File: src/core/cmp_ctrl_pkg.sv
// Package of shared constants for the dual comparator control block.
package cmp_ctrl_pkg;
  // ************************************************************
  // Wishbone register map (byte addresses, one word per register)
  // ************************************************************
  localparam logic [3:0] ADDR_MODE_CONTROL = 4'h0;
  localparam logic [3:0] ADDR_GATE_SYNC    = 4'h4;
  localparam logic [3:0] ADDR_FLAGS        = 4'h8;
  localparam logic [3:0] ADDR_ENABLES      = 4'hc;
  localparam logic [3:0] ADDR_STATUS       = 4'h0;
  localparam logic [3:0] ADDR_HOST_ACK     = 4'h4;

  // ************************************************************
  // Field positions and reset values
  // ************************************************************
  localparam int          MODE_LSB           = 0;
  localparam int          SWITCH_BIT         = 3;
  localparam int          INV1_BIT           = 4;
  localparam int          INV2_BIT           = 5;
  localparam int          OUT1_BIT           = 6;
  localparam int          OUT2_BIT           = 7;
  localparam int          SYNC_BIT           = 0;
  localparam int          GSS_BIT            = 1;
  localparam int          PERIPHERAL_IRQ_ENABLE_BIT           = 2;
  localparam int          GIE_BIT            = 3;
  localparam logic [7:0]  MODE_CONTROL_RESET = 8'h00;
  localparam logic [1:0]  GATE_SYNC_RESET    = 2'h2;

  // ************************************************************
  // Comparator modes
  // ************************************************************
  localparam logic [2:0]  MODE_OFF_ANALOG    = 3'h0;
  localparam logic [2:0]  MODE_C1_SWITCHED   = 3'h1;
  localparam logic [2:0]  MODE_TWO_SWITCHED  = 3'h2;
  localparam logic [2:0]  MODE_ONE_INDEP     = 3'h5;
  localparam logic [2:0]  MODE_PIN_OUTPUTS   = 3'h6;
  localparam logic [2:0]  MODE_OFF_DIGITAL   = 3'h7;

  // ************************************************************
  // Timing
  // ************************************************************
  localparam int          CLOCK_MHZ          = 100;
  localparam int          Q_PHASES           = 4;
  localparam int          BIAS_SETTLE_US     = 1;
  localparam int          BIAS_SETTLE_CYCLES = BIAS_SETTLE_US * CLOCK_MHZ;
endpackage : cmp_ctrl_pkg

File: src/core/cmp_link_if.sv
// Interface joining the comparator block and its register-bus and Timer1 partner.
`timescale 1ns/1ps
`default_nettype none
interface cmp_link_if;
  logic [3:0] adr;
  logic [7:0] wdat;
  logic [7:0] rdat;
  logic       cyc;
  logic       stb;
  logic       we;
  logic       ack;
  logic       timer1_clk;
  logic       timer1_gate;
  logic       irq;
  logic       wake;

  // The comparator block is a Wishbone slave and the Timer1 gate source.
  modport device (
    input  adr, wdat, cyc, stb, we, timer1_clk,
    output rdat, ack, timer1_gate, irq, wake
  );
  // The partner is the bus master and the Timer1 clock source.
  modport host (
    output adr, wdat, cyc, stb, we, timer1_clk,
    input  rdat, ack, timer1_gate, irq, wake
  );
endinterface : cmp_link_if
`default_nettype wire

File: src/core/cmp_ctrl_device.sv
// Dual comparator control: modes, polarity, change detection and Timer1 gate.
// What this block does
// - Output change sets that comparator's flag.
// - Control read reloads the reference latch.
// - Q1 latch samples output; differs means mismatch.
// - Mismatch holds flag until read or return.
// - Control write also reloads the reference.
// - Flag clears by writing zero; one sets.
// - Request needs individual, peripheral, global enables.
// - Clearing flag during mismatch does not stick.
// - Change at read start may miss flag.
// - Runs in sleep; modes 000/111 switch off.
// - Change wakes with individual and peripheral enables.
// - Reset restores both configuration registers.
// - Output bit follows inputs, inverted by invert.
// - Mode field selects off or comparator configurations.
// - Gate select zero routes comparator 2 to Timer1.
// - Sync bit latches comparator 2 on falling edge.
// - Latch follows prescaled Timer1 clock.
// - Software sets sync when comparator gates Timer1.
// - Software waits settle time before enabling interrupts.
// - Upper six gate register bits read zero.
// - Output pins driven only in mode 110.
// - Input switch acts only in modes 001/010/101.
//
// Our own choices: the Wishbone interface to the registers and the address map.
`timescale 1ns/1ps
`default_nettype none
module cmp_ctrl_device (
  // Clock and reset.
  input  wire logic       i_clock,
  input  wire logic       i_rst,
  // Bus and Timer1 side.
  cmp_link_if.device      link,
  // Raw analog comparator results (non-inverting above inverting).
  input  wire logic [1:0] i_cmp_raw,
  // Dedicated Timer1 gate pin.
  input  wire logic       i_timer1_gate_pin,
  // Pin-facing outputs.
  output logic      [1:0] o_cmp_pin,
  output logic      [1:0] o_cmp_pin_oe,
  output logic            o_cmp_power,
  output logic            o_pins_digital,
  output logic            o_input_switch
);
  // ************************************************************
  // Registers
  // ************************************************************
  logic [5:0] mode_control_reg;
  logic [1:0] gate_sync_reg;
  logic [1:0] flag_reg;
  logic [1:0] enable_reg;
  logic       peripheral_irq_enable_reg;
  logic       gie_reg;
  logic [1:0] ref_latch_reg;
  logic [1:0] q1_latch_reg;
  logic [1:0] mismatch_reg;
  logic [1:0] q_phase_reg;
  logic       t1_clk_prev_reg;
  logic       c2_sync_reg;
  logic       ack_reg;
  logic [7:0] rdat_reg;
  logic [1:0] cmp_out;
  logic       cmp_on;
  logic [2:0] mode;
  logic       q1;
  logic       bus_req;
  logic       ctl_access;
  logic       flag_write;
  logic       t1_fall;

  assign mode    = mode_control_reg[2:0];
  assign bus_req = link.cyc && link.stb && !ack_reg;
  assign ctl_access = bus_req && (link.adr == cmp_ctrl_pkg::ADDR_MODE_CONTROL);
  assign flag_write = bus_req && link.we && (link.adr == cmp_ctrl_pkg::ADDR_FLAGS);
  assign q1      = (q_phase_reg == 2'h0);
  assign t1_fall = t1_clk_prev_reg && !link.timer1_clk;

  // Comparators are off in either off mode; outputs then read low.
  assign cmp_on  = (mode != cmp_ctrl_pkg::MODE_OFF_ANALOG) &&
                   (mode != cmp_ctrl_pkg::MODE_OFF_DIGITAL);
  // Output polarity per comparator.
  assign cmp_out[0] = cmp_on && (i_cmp_raw[0] ^ mode_control_reg[cmp_ctrl_pkg::INV1_BIT]);
  assign cmp_out[1] = cmp_on && (i_cmp_raw[1] ^ mode_control_reg[cmp_ctrl_pkg::INV2_BIT]);

  // Phase counter producing the Q1 pulse.
  always_ff @(posedge i_clock) begin
    if (i_rst) begin
      q_phase_reg <= 2'h0;
    end else begin
      q_phase_reg <= q_phase_reg + 2'h1;
    end
  end

  // Bus acknowledge, one cycle after the request is seen.
  always_ff @(posedge i_clock) begin
    if (i_rst) begin
      ack_reg <= 1'b0;
    end else begin
      ack_reg <= bus_req;
    end
  end

  // Configuration writes.
  always_ff @(posedge i_clock) begin
    if (i_rst) begin
      mode_control_reg <= cmp_ctrl_pkg::MODE_CONTROL_RESET[5:0];
      gate_sync_reg    <= cmp_ctrl_pkg::GATE_SYNC_RESET;
      enable_reg       <= 2'h0;
      peripheral_irq_enable_reg         <= 1'b0;
      gie_reg          <= 1'b0;
    end else if (bus_req && link.we) begin
      case (link.adr)
        cmp_ctrl_pkg::ADDR_MODE_CONTROL: mode_control_reg <= link.wdat[5:0];
        cmp_ctrl_pkg::ADDR_GATE_SYNC:    gate_sync_reg    <= link.wdat[1:0];
        cmp_ctrl_pkg::ADDR_ENABLES: begin
          enable_reg <= link.wdat[1:0];
          peripheral_irq_enable_reg   <= link.wdat[cmp_ctrl_pkg::PERIPHERAL_IRQ_ENABLE_BIT];
          gie_reg    <= link.wdat[cmp_ctrl_pkg::GIE_BIT];
        end
        default: ;
      endcase
    end
  end

  // Reference latch reloads on any control read or write.
  always_ff @(posedge i_clock) begin
    if (i_rst) begin
      ref_latch_reg <= 2'h0;
    end else if (ctl_access) begin
      ref_latch_reg <= cmp_out;
    end
  end

  // Q1 sampling latch.
  always_ff @(posedge i_clock) begin
    if (i_rst) begin
      q1_latch_reg <= 2'h0;
    end else if (q1) begin
      q1_latch_reg <= cmp_out;
    end
  end

  // Registered mismatch; a read in progress masks it, so a change then may be lost.
  always_ff @(posedge i_clock) begin
    if (i_rst) begin
      mismatch_reg <= 2'h0;
    end else if (ctl_access) begin
      mismatch_reg <= 2'h0;
    end else begin
      mismatch_reg <= q1_latch_reg ^ ref_latch_reg;
    end
  end

  // Change flags: mismatch sets and wins over a software clear.
  always_ff @(posedge i_clock) begin
    if (i_rst) begin
      flag_reg <= 2'h0;
    end else if (flag_write) begin
      flag_reg <= link.wdat[1:0] | mismatch_reg;
    end else begin
      flag_reg <= flag_reg | mismatch_reg;
    end
  end

  // Read data multiplexer; unmapped addresses read zero.
  always_ff @(posedge i_clock) begin
    if (i_rst) begin
      rdat_reg <= 8'h00;
    end else begin
      case (link.adr)
        cmp_ctrl_pkg::ADDR_MODE_CONTROL: rdat_reg <= {cmp_out[1], cmp_out[0], mode_control_reg};
        cmp_ctrl_pkg::ADDR_GATE_SYNC:    rdat_reg <= {6'h00, gate_sync_reg};
        cmp_ctrl_pkg::ADDR_FLAGS:        rdat_reg <= {6'h00, flag_reg};
        cmp_ctrl_pkg::ADDR_ENABLES:      rdat_reg <= {4'h0, gie_reg, peripheral_irq_enable_reg, enable_reg};
        default:                         rdat_reg <= 8'h00;
      endcase
    end
  end

  // Comparator 2 latch on falling edge of the prescaled Timer1 clock.
  always_ff @(posedge i_clock) begin
    if (i_rst) begin
      t1_clk_prev_reg <= 1'b0;
      c2_sync_reg     <= 1'b0;
    end else begin
      t1_clk_prev_reg <= link.timer1_clk;
      if (t1_fall) begin
        c2_sync_reg <= cmp_out[1];
      end
    end
  end

  // Gate, interrupt, wake and pin outputs.
  always_ff @(posedge i_clock) begin
    if (i_rst) begin
      link.timer1_gate <= 1'b0;
      link.irq         <= 1'b0;
      link.wake        <= 1'b0;
      o_cmp_pin        <= 2'h0;
      o_cmp_pin_oe     <= 2'h0;
      o_cmp_power      <= 1'b0;
      o_pins_digital   <= 1'b0;
      o_input_switch   <= 1'b0;
    end else begin
      if (gate_sync_reg[cmp_ctrl_pkg::GSS_BIT]) begin
        link.timer1_gate <= i_timer1_gate_pin;
      end else if (gate_sync_reg[cmp_ctrl_pkg::SYNC_BIT]) begin
        link.timer1_gate <= c2_sync_reg;
      end else begin
        link.timer1_gate <= cmp_out[1];
      end
      link.irq  <= |(flag_reg & enable_reg) && peripheral_irq_enable_reg && gie_reg;
      link.wake <= |(flag_reg & enable_reg) && peripheral_irq_enable_reg;
      o_cmp_pin <= cmp_out;
      o_cmp_pin_oe <= {2{mode == cmp_ctrl_pkg::MODE_PIN_OUTPUTS}};
      o_cmp_power <= cmp_on;
      o_pins_digital <= (mode == cmp_ctrl_pkg::MODE_OFF_DIGITAL);
      o_input_switch <= mode_control_reg[cmp_ctrl_pkg::SWITCH_BIT] &&
                        ((mode == cmp_ctrl_pkg::MODE_C1_SWITCHED) ||
                         (mode == cmp_ctrl_pkg::MODE_TWO_SWITCHED) ||
                         (mode == cmp_ctrl_pkg::MODE_ONE_INDEP));
    end
  end

  assign link.ack  = ack_reg;
  assign link.rdat = rdat_reg;
endmodule : cmp_ctrl_device
`default_nettype wire

File: src/flat_wrapper.sv
// flat-port wrapper written by rule: the top's interface ports become plain ports
module cmp_ctrl_device_flat 
  (i_clock, i_rst, i_cmp_raw, i_timer1_gate_pin, o_cmp_pin, o_cmp_pin_oe, o_cmp_power, o_pins_digital, o_input_switch, link_adr, link_wdat, link_cyc, link_stb, link_we, link_timer1_clk, link_rdat, link_ack, link_timer1_gate, link_irq, link_wake);
  cmp_link_if link_i ();
  input  wire logic i_clock;
  input  wire logic i_rst;
  input  wire logic [1:0] i_cmp_raw;
  input  wire logic i_timer1_gate_pin;
  output logic      [1:0] o_cmp_pin;
  output logic      [1:0] o_cmp_pin_oe;
  output logic o_cmp_power;
  output logic o_pins_digital;
  output logic o_input_switch;
  input wire logic [$bits(link_i.adr)-1:0] link_adr;
  input wire logic [$bits(link_i.wdat)-1:0] link_wdat;
  input wire logic [$bits(link_i.cyc)-1:0] link_cyc;
  input wire logic [$bits(link_i.stb)-1:0] link_stb;
  input wire logic [$bits(link_i.we)-1:0] link_we;
  input wire logic [$bits(link_i.timer1_clk)-1:0] link_timer1_clk;
  output wire logic [$bits(link_i.rdat)-1:0] link_rdat;
  output wire logic [$bits(link_i.ack)-1:0] link_ack;
  output wire logic [$bits(link_i.timer1_gate)-1:0] link_timer1_gate;
  output wire logic [$bits(link_i.irq)-1:0] link_irq;
  output wire logic [$bits(link_i.wake)-1:0] link_wake;
  assign link_i.adr = link_adr;
  assign link_i.wdat = link_wdat;
  assign link_i.cyc = link_cyc;
  assign link_i.stb = link_stb;
  assign link_i.we = link_we;
  assign link_i.timer1_clk = link_timer1_clk;
  assign link_rdat = link_i.rdat;
  assign link_ack = link_i.ack;
  assign link_timer1_gate = link_i.timer1_gate;
  assign link_irq = link_i.irq;
  assign link_wake = link_i.wake;
  cmp_ctrl_device u_core (.i_clock(i_clock), .i_rst(i_rst), .link(link_i), .i_cmp_raw(i_cmp_raw), .i_timer1_gate_pin(i_timer1_gate_pin), .o_cmp_pin(o_cmp_pin), .o_cmp_pin_oe(o_cmp_pin_oe), .o_cmp_power(o_cmp_power), .o_pins_digital(o_pins_digital), .o_input_switch(o_input_switch));
endmodule
File: config.mk
export PLATFORM = sky130hd
export DESIGN_NAME = cmp_ctrl_device_flat
export DESIGN_NICKNAME = d
export VERILOG_FILES = /design/src/core/cmp_ctrl_pkg.sv /design/src/core/cmp_link_if.sv /design/src/core/cmp_ctrl_device.sv /design/src/flat_wrapper.sv
export SDC_FILE = /design/constraint.sdc
export NUM_CORES = 1
export LEC_CHECK = 0
export ABC_AREA = 1
export BUFFER_PORTS_ARGS = -buffer_cell sky130_fd_sc_hd__buf_2
export CORE_MARGIN = 2
export CORE_UTILIZATION = 49
export CTS_CLUSTER_SIZE = 20
export DETAILED_ROUTE_END_ITERATION = 6
export PLACE_DENSITY_LB_ADDON = 0.05
export SYNTH_ARGS = -nofsm -noshare
export SYNTH_HDL_FRONTEND = slang
export SYNTH_SLANG_ARGS = --single-unit
File: constraint.sdc
create_clock -name i_clock -period 1.8 [get_ports i_clock]
set_input_delay 0.18 -clock i_clock [delete_from_list [all_inputs] [get_ports i_clock]]
set_output_delay 0.18 -clock i_clock [all_outputs]
set_load 0.01 [all_outputs]
==> impl_metrics.tcl, run 1 <==
set metrics [dict create \
    synth_compound_area_share_pct 11.97 \
    drc_errors 0 \
    post_cts_buffers 0 \
    worst-path-buf-inv 2 \
    synth_seq_area_share_pct 49.05 \
    grt_pass1_vias 1414 \
    die_x_um 63.15 \
    regToRegStartpoint "u_core.link.ack$_SDFF_PP0_" \
    initial_core_util_pct 51.37 \
    avgSynthCellArea_um2 8.362 \
    final_cell_mix "dfxtp_1 (42), buf_2 (37), nor2_1 (35)" \
    postSynthCellCount 205 \
    syn_nets 227 \
    setup_viol 0 \
    cts_resized 0 \
    grt_max_degree 26 \
    synth_edf_count 0 \
    die_area_um2 3987 \
    synth_area_leaders "dfxtp_1 (49%), nor2_1 (7.7%), a21oi_1 (4.7%)" \
    outcome "finished, final reports clean" \
    clock-sinks 42 \
    synth_top_family_by_area "simple AND/OR/NAND/NOR gates" \
    clk_path_buf_depth 2 \
    rsz0062_at_grt "no" \
    rows 21 \
    cts_max_level 2 \
    vias_per_cell 5.017 \
    fin_crit_sh_pct 66.61 \
    max_freq_mhz 834.1 \
    mappedNetlistArea_um2 1714 \
    min_delay_path_depth 3 \
    cts_inserted_buffers 5 \
    cts_root_buf "clkbuf_4" \
    synth_cell_types 31 \
    met2_usage_pct 31.78 \
    synth_ff_type "dfxtp_1" \
    ys_warn_count 0 \
    synth.area.mux_share_pct 0 \
    area_delta_synth_final_pct 15.47 \
    power_density_nw_per_um2 783.0 \
    num-nets-final 266 \
    fill_cells 329 \
    cp_max_fo 9 \
    gp_congestion 0.8116 \
    clkLatencyLatePin_ps 350 \
    leakagePower_nw 0.8550 \
    layout-drive-gt1-share_pct 26.12 \
    tns_ps 0 \
    antenna_cells 0 \
    die_h_um 63.15 \
    synth_top_area_share_pct 49.05 \
    reg2reg_to "u_core.enable_reg[1]$_SDFFE_PP0P_" \
    synth-seq-cells 42 \
    path_cells "inv_1 > nand4_4 > nor2_4 > inv_2 > nor2_1 > nor2_1" \
    vias 1460 \
    top_level_ports 40 \
    final_cells 291 \
    ant_nets 0 \
    fin_crit_ps 1199 \
    critPathKind "reg2reg" \
    wl_per_cell_um 11.73 \
    startpoint_type "flip-flop" \
    ir_drop_mv 0.5289 \
    final_common_cell "dfxtp_1" \
    yosysTopAreaCell "dfxtp_1" \
    grt_overflow 0 \
    yosys.area_share.simple_pct 28.47 \
    drv_slew 0 \
    hold_end "u_core.t1_clk_prev_reg$_SDFF_PP0_" \
    final_core_utilization_pct 59.32 \
    antenna_found_initial 0 \
    arrival_ps 1440 \
    clk_pin_slew_ps 120 \
    crit_path_frequent_cell "nor2_1" \
    hold_violations 0 \
    grtUsageTotal_pct 18.85 \
    largest_reg_flops 8 \
    worstHoldStart "link_timer1_clk" \
    max_stage_delay_ps 330 \
    grt_pass1_wl_mm 5.920 \
    placed_cells 283 \
    hold_buffers 0 \
    grt.met3_usage_pct 5.714 \
    drtIter0Drc 97 \
    synthArstFlopShare_pct 0 \
    portBuffers 37 \
    critPathTopFamily "simple AND/OR/NAND/NOR gates" \
    dp_hpwl_mm 2.436 \
    cts_tree "built" \
    synthXorXnorAreaFrac_pct 2.044 \
    worst_slew_pin_slew_ps 537.3 \
    synth_adder_area_share_pct 0.7299 \
    rr_worst_depth 6 \
    firstDrtPassIters 4 \
    rrSetupSlack_ps 600 \
    totalWireLength_mm 3.412 \
    skew_ps 12.16 \
    cp.required_ps 2040 \
    cap_violations 0 \
    endpoint_kind "flip-flop" \
    maxSlewHeadroom_pct 64.14 \
    grt_most_used_layer "met2" \
    core-area_um2 3337 \
    critPathSlowestCell "dfxtp_1" \
    worstHoldPathType "in2reg" \
    use_met1_pct 22.09 \
]
[metrics by stage]
step / total power [mW] / cell area [um2] / worst slack [ps] / hold WS (ps)
3_3_place_gp: 1.114 / 1924 / 635.1 / 399.3
4_1_cts: 1.566 / 1979 / 588.5 / 16.47
6_report: 1.550 / 1979 / 601.1 / 31.42
2_1_floorplan: 1.064 / 1714 / 725.4 / 287.0
5_1_grt: 1.629 / 1979 / 476.5 / 33.86
3_5_place_dp: 1.118 / 1924 / 603.9 / 403.8
[metal layers]
layer,up-vias,share of wire (%)
met5,-,0
met4,0,2.1
met3,8,5.2
met2,42,47
met1,663,46
li1,747,-
[worst reg2reg max path, cell delays in order (launching register included)]
cell and delay, ps:
dfxtp_1 330, inv_1 140, nand4_4 200, nor2_4 210, inv_2 70, nor2_1 80, nor2_1 50
[cells in the mapped netlist, types with 3 or more instances]
cell	n
a21oi_1	16
dfxtp_1	42
inv_1	20
inv_2	3
nand2_1	20
nand2_2	3
nand3_1	11
nand4_1	4
nor2_1	35
nor3_1	4
o21ai_0	15
o21ai_1	5
[kinds of logic (layout without fill, tap and decap cells)]
family,count (synthesis),in the layout
and+or+nand+nor,90,90
adders and majority gates,1,1
DFF,42,42
buffers and inverters,30,70
AOI/OAI and AO/OA,38,38
xor gates and xnor gates,4,4
[report_power, final]
group	internal [mW]	leakage (nW)	switching [mW]
clock network	0.154	0.0322	0.299
registers	0.950	0.341	0.00983
logic	0.0485	0.482	0.0889
total	1.15	0.855	0.397
[worst max-delay path by stage]
stage,endpoint,slack (ps),cells after the start,start
after floorplan,u_core.flag_reg[1]$_SDFF_PP0_,730,8,u_core.link.ack$_SDFF_PP0_
after global placement,u_core.ref_latch_reg[1]$_SDFFE_PP0P_,640,7,link_adr[1]
after detailed placement,u_core.ref_latch_reg[1]$_SDFFE_PP0P_,600,7,link_adr[1]
after CTS,u_core.enable_reg[1]$_SDFFE_PP0P_,590,6,u_core.link.ack$_SDFF_PP0_
after global routing,u_core.enable_reg[1]$_SDFFE_PP0P_,480,6,u_core.link.ack$_SDFF_PP0_
final,u_core.enable_reg[1]$_SDFFE_PP0P_,600,6,u_core.link.ack$_SDFF_PP0_
[cell type report]
type                            count  area, um2  share of cell area (%)
Tap cell                           46      57.56                   2.908
Clock buffer                        6      41.29                   2.086
Sequential cell                    42      840.8                   42.48
Clock inverter                      2      13.76                  0.6953
Inverter                           24      92.59                   4.678
Timing Repair Buffer               38      192.7                   9.735
Multi-Input combinational cell    133      740.7                   37.42
Note: power is estimated with default switching activity, not from simulation.
==> run 2, diff against run 1 <==
--- a/config.mk
+++ b/config.mk
@@ -8,7 +8,7 @@
 export ABC_AREA = 1
 export BUFFER_PORTS_ARGS = -buffer_cell sky130_fd_sc_hd__buf_2
 export CORE_MARGIN = 2
-export CORE_UTILIZATION = 49
+export CORE_UTILIZATION = 47
 export CTS_CLUSTER_SIZE = 20
 export DETAILED_ROUTE_END_ITERATION = 6
 export PLACE_DENSITY_LB_ADDON = 0.05
==> constraint.sdc (replaced) <==
create_clock -name i_clock -period 1.1 [get_ports i_clock]
set_input_delay 0.11 -clock i_clock [delete_from_list [all_inputs] [get_ports i_clock]]
set_output_delay 0.11 -clock i_clock [all_outputs]
set_load 0.01 [all_outputs]
==> run 2 against run 1 <==
Against the previous run:
- cell count is 5.5% higher
- power is 70% higher
- non-clock buffer count is 15 higher
- combinational power is 96% higher
- sequential share of layout area is 3.7 points lower
- hold slack worse by 23 ps
- global-route usage is 0.22 points lower
- clock-buffer cell count stayed put
- first-iteration DRC count is 14% lower
- clock skew is 6.2 ps lower
- critical path type unchanged
==> impl_metrics.tcl, run 2 (synthesized netlist as in run 1, its figures left out) <==
set metrics [dict create \
    antenna_found_initial 0 \
    clkLatencyLatePin_ps 350 \
    setup_viol 0 \
    min_delay_path_depth 3 \
    grt_overflow 0 \
    startpoint_type "flip-flop" \
    max_freq_mhz 938.3 \
    grt_pass1_wl_mm 5.920 \
    fill_cells 309 \
    die_area_um2 4146 \
    placed_cells 295 \
    final_cell_mix "dfxtp_1 (38), buf_2 (37), nor2_1 (33)" \
    num-nets-final 282 \
    vias_per_cell 4.987 \
    cap_violations 0 \
    grt_max_degree 26 \
    cts_tree "built" \
    final_cells 307 \
    cp_max_fo 5 \
    cts_max_level 2 \
    worstHoldStart "link_wdat[3]" \
    final_core_utilization_pct 64.29 \
    drtIter0Drc 83 \
    critPathKind "reg2reg" \
    grt_pass1_vias 1407 \
    dpl_cell_area_um2 2052 \
    rr_worst_depth 6 \
    reg2reg_to "u_core.enable_reg[1]$_SDFFE_PP0P_" \
    layout-drive-gt1-share_pct 34.87 \
    portBuffers 37 \
    vias 1531 \
    endpoint_kind "flip-flop" \
    leakagePower_nw 0.9807 \
    initial_core_util_pct 50.18 \
    clk_pin_slew_ps 120 \
    dp_hpwl_mm 2.737 \
    antenna_cells 0 \
    worstHoldPathType "in2reg" \
    largest_reg_flops 8 \
    hold_violations 0 \
    rows 21 \
    drv_slew 0 \
    drc_errors 0 \
    ant_nets 0 \
    fin_crit_ps 1066 \
    area_delta_synth_final_pct 28.10 \
    rrSetupSlack_ps 30 \
    outcome "finished, final reports clean" \
    cts_root_buf "clkbuf_4" \
    cp.required_ps 1350 \
    final_common_cell "dfxtp_1" \
    core-area_um2 3416 \
    cts_inserted_buffers 5 \
    arrival_ps 1320 \
    skew_ps 6.008 \
    totalWireLength_mm 3.691 \
    clock-sinks 42 \
    worst_slew_pin_slew_ps 263.1 \
    wl_per_cell_um 12.02 \
    final_area_um2 2196 \
    die_x_um 64.39 \
    die_h_um 64.39 \
    ir_drop_mv 0.8702 \
    regToRegStartpoint "u_core.link.ack$_SDFF_PP0_" \
    rsz0062_at_grt "yes" \
    hold_end "u_core.gie_reg$_SDFFE_PP0P_" \
    maxSlewHeadroom_pct 82.44 \
    power_density_nw_per_um2 1198 \
    gp_congestion 0.8784 \
    top_level_ports 40 \
    clk_path_buf_depth 2 \
    firstDrtPassIters 4 \
    grtUsageTotal_pct 18.63 \
    fin_crit_sh_pct 96.89 \
]
run 2: metrics by stage:
| stage | TNS [ps] | power [mW] | hold slack [ps] | setup slack [ps] |
|---|---|---|---|---|
| finish | 0 | 2.630 | 8.202 | 34.25 |
| floorplan | 0 | 1.741 | 217.0 | 25.36 |
| global route | -211.6 | 2.750 | 3.368 | -51.47 |
| detailed placement | -112.7 | 1.862 | 335.2 | -29.54 |
| global placement | -0.04818 | 1.851 | 331.2 | -0.04818 |
| CTS | -1.502 | 2.659 | 6.767 | -1.502 |
run 2: area by class of cell:
class / count / area (um2) / area share (%)
Tap cell: 46 / 57.56 / 2.621
Clock buffer: 6 / 51.30 / 2.336
Sequential cell: 42 / 850.8 / 38.75
Timing Repair Buffer: 53 / 345.3 / 15.73
Clock inverter: 2 / 12.51 / 0.5698
Multi-Input combinational cell: 134 / 780.7 / 35.56
Inverter: 24 / 97.59 / 4.444
run 2: where the power goes:
| group | switching (mW) | internal, mW |
|---|---|---|
| logic | 0.158 | 0.110 |
| registers | 0.0167 | 1.55 |
| clock network | 0.487 | 0.307 |
| total | 0.662 | 1.97 |
run 2: worst max-delay path by stage:
stage | startpoint | endpoint | cells after the start
finish | u_core.link.ack$_SDFF_PP0_ | u_core.enable_reg[1]$_SDFFE_PP0P_ | 6
global route | u_core.link.ack$_SDFF_PP0_ | u_core.flag_reg[1]$_SDFF_PP0_ | 8
CTS | u_core.link.ack$_SDFF_PP0_ | u_core.flag_reg[1]$_SDFF_PP0_ | 8
detailed placement | u_core.link.ack$_SDFF_PP0_ | u_core.peripheral_irq_enable_reg$_SDFFE_PP0P_ | 6
global placement | u_core.link.ack$_SDFF_PP0_ | u_core.flag_reg[1]$_SDFF_PP0_ | 8
floorplan | u_core.link.ack$_SDFF_PP0_ | u_core.flag_reg[1]$_SDFF_PP0_ | 8
run 2: critical path, cell delays in order (launching register included):
cell and delay [ps]:
dfxtp_2 360, inv_4 70, nand4_4 130, nor2_4 200, inv_2 80, nor2_1 90, nor2_1 50
run 2: timing repair:
item | CTS | global route
endpoints found under the hold margin | 1 | 0
resized for setup | 3 | 14
hold buffers | 1 | 0
buffers inserted | 0 | 2
gates cloned | 1 | 0
setup endpoints to repair | 14 | 19
pin swaps | 3 | 7
run 2: routing by layer:
layer  share of wire (%)  GRT usage, %  vias up
li1                    -             -      778
met1                  42         21.55      706
met2                  50         33.07       40
met3                 5.2         4.754        7
met4                 2.1         6.649        0
met5                   0             0        -
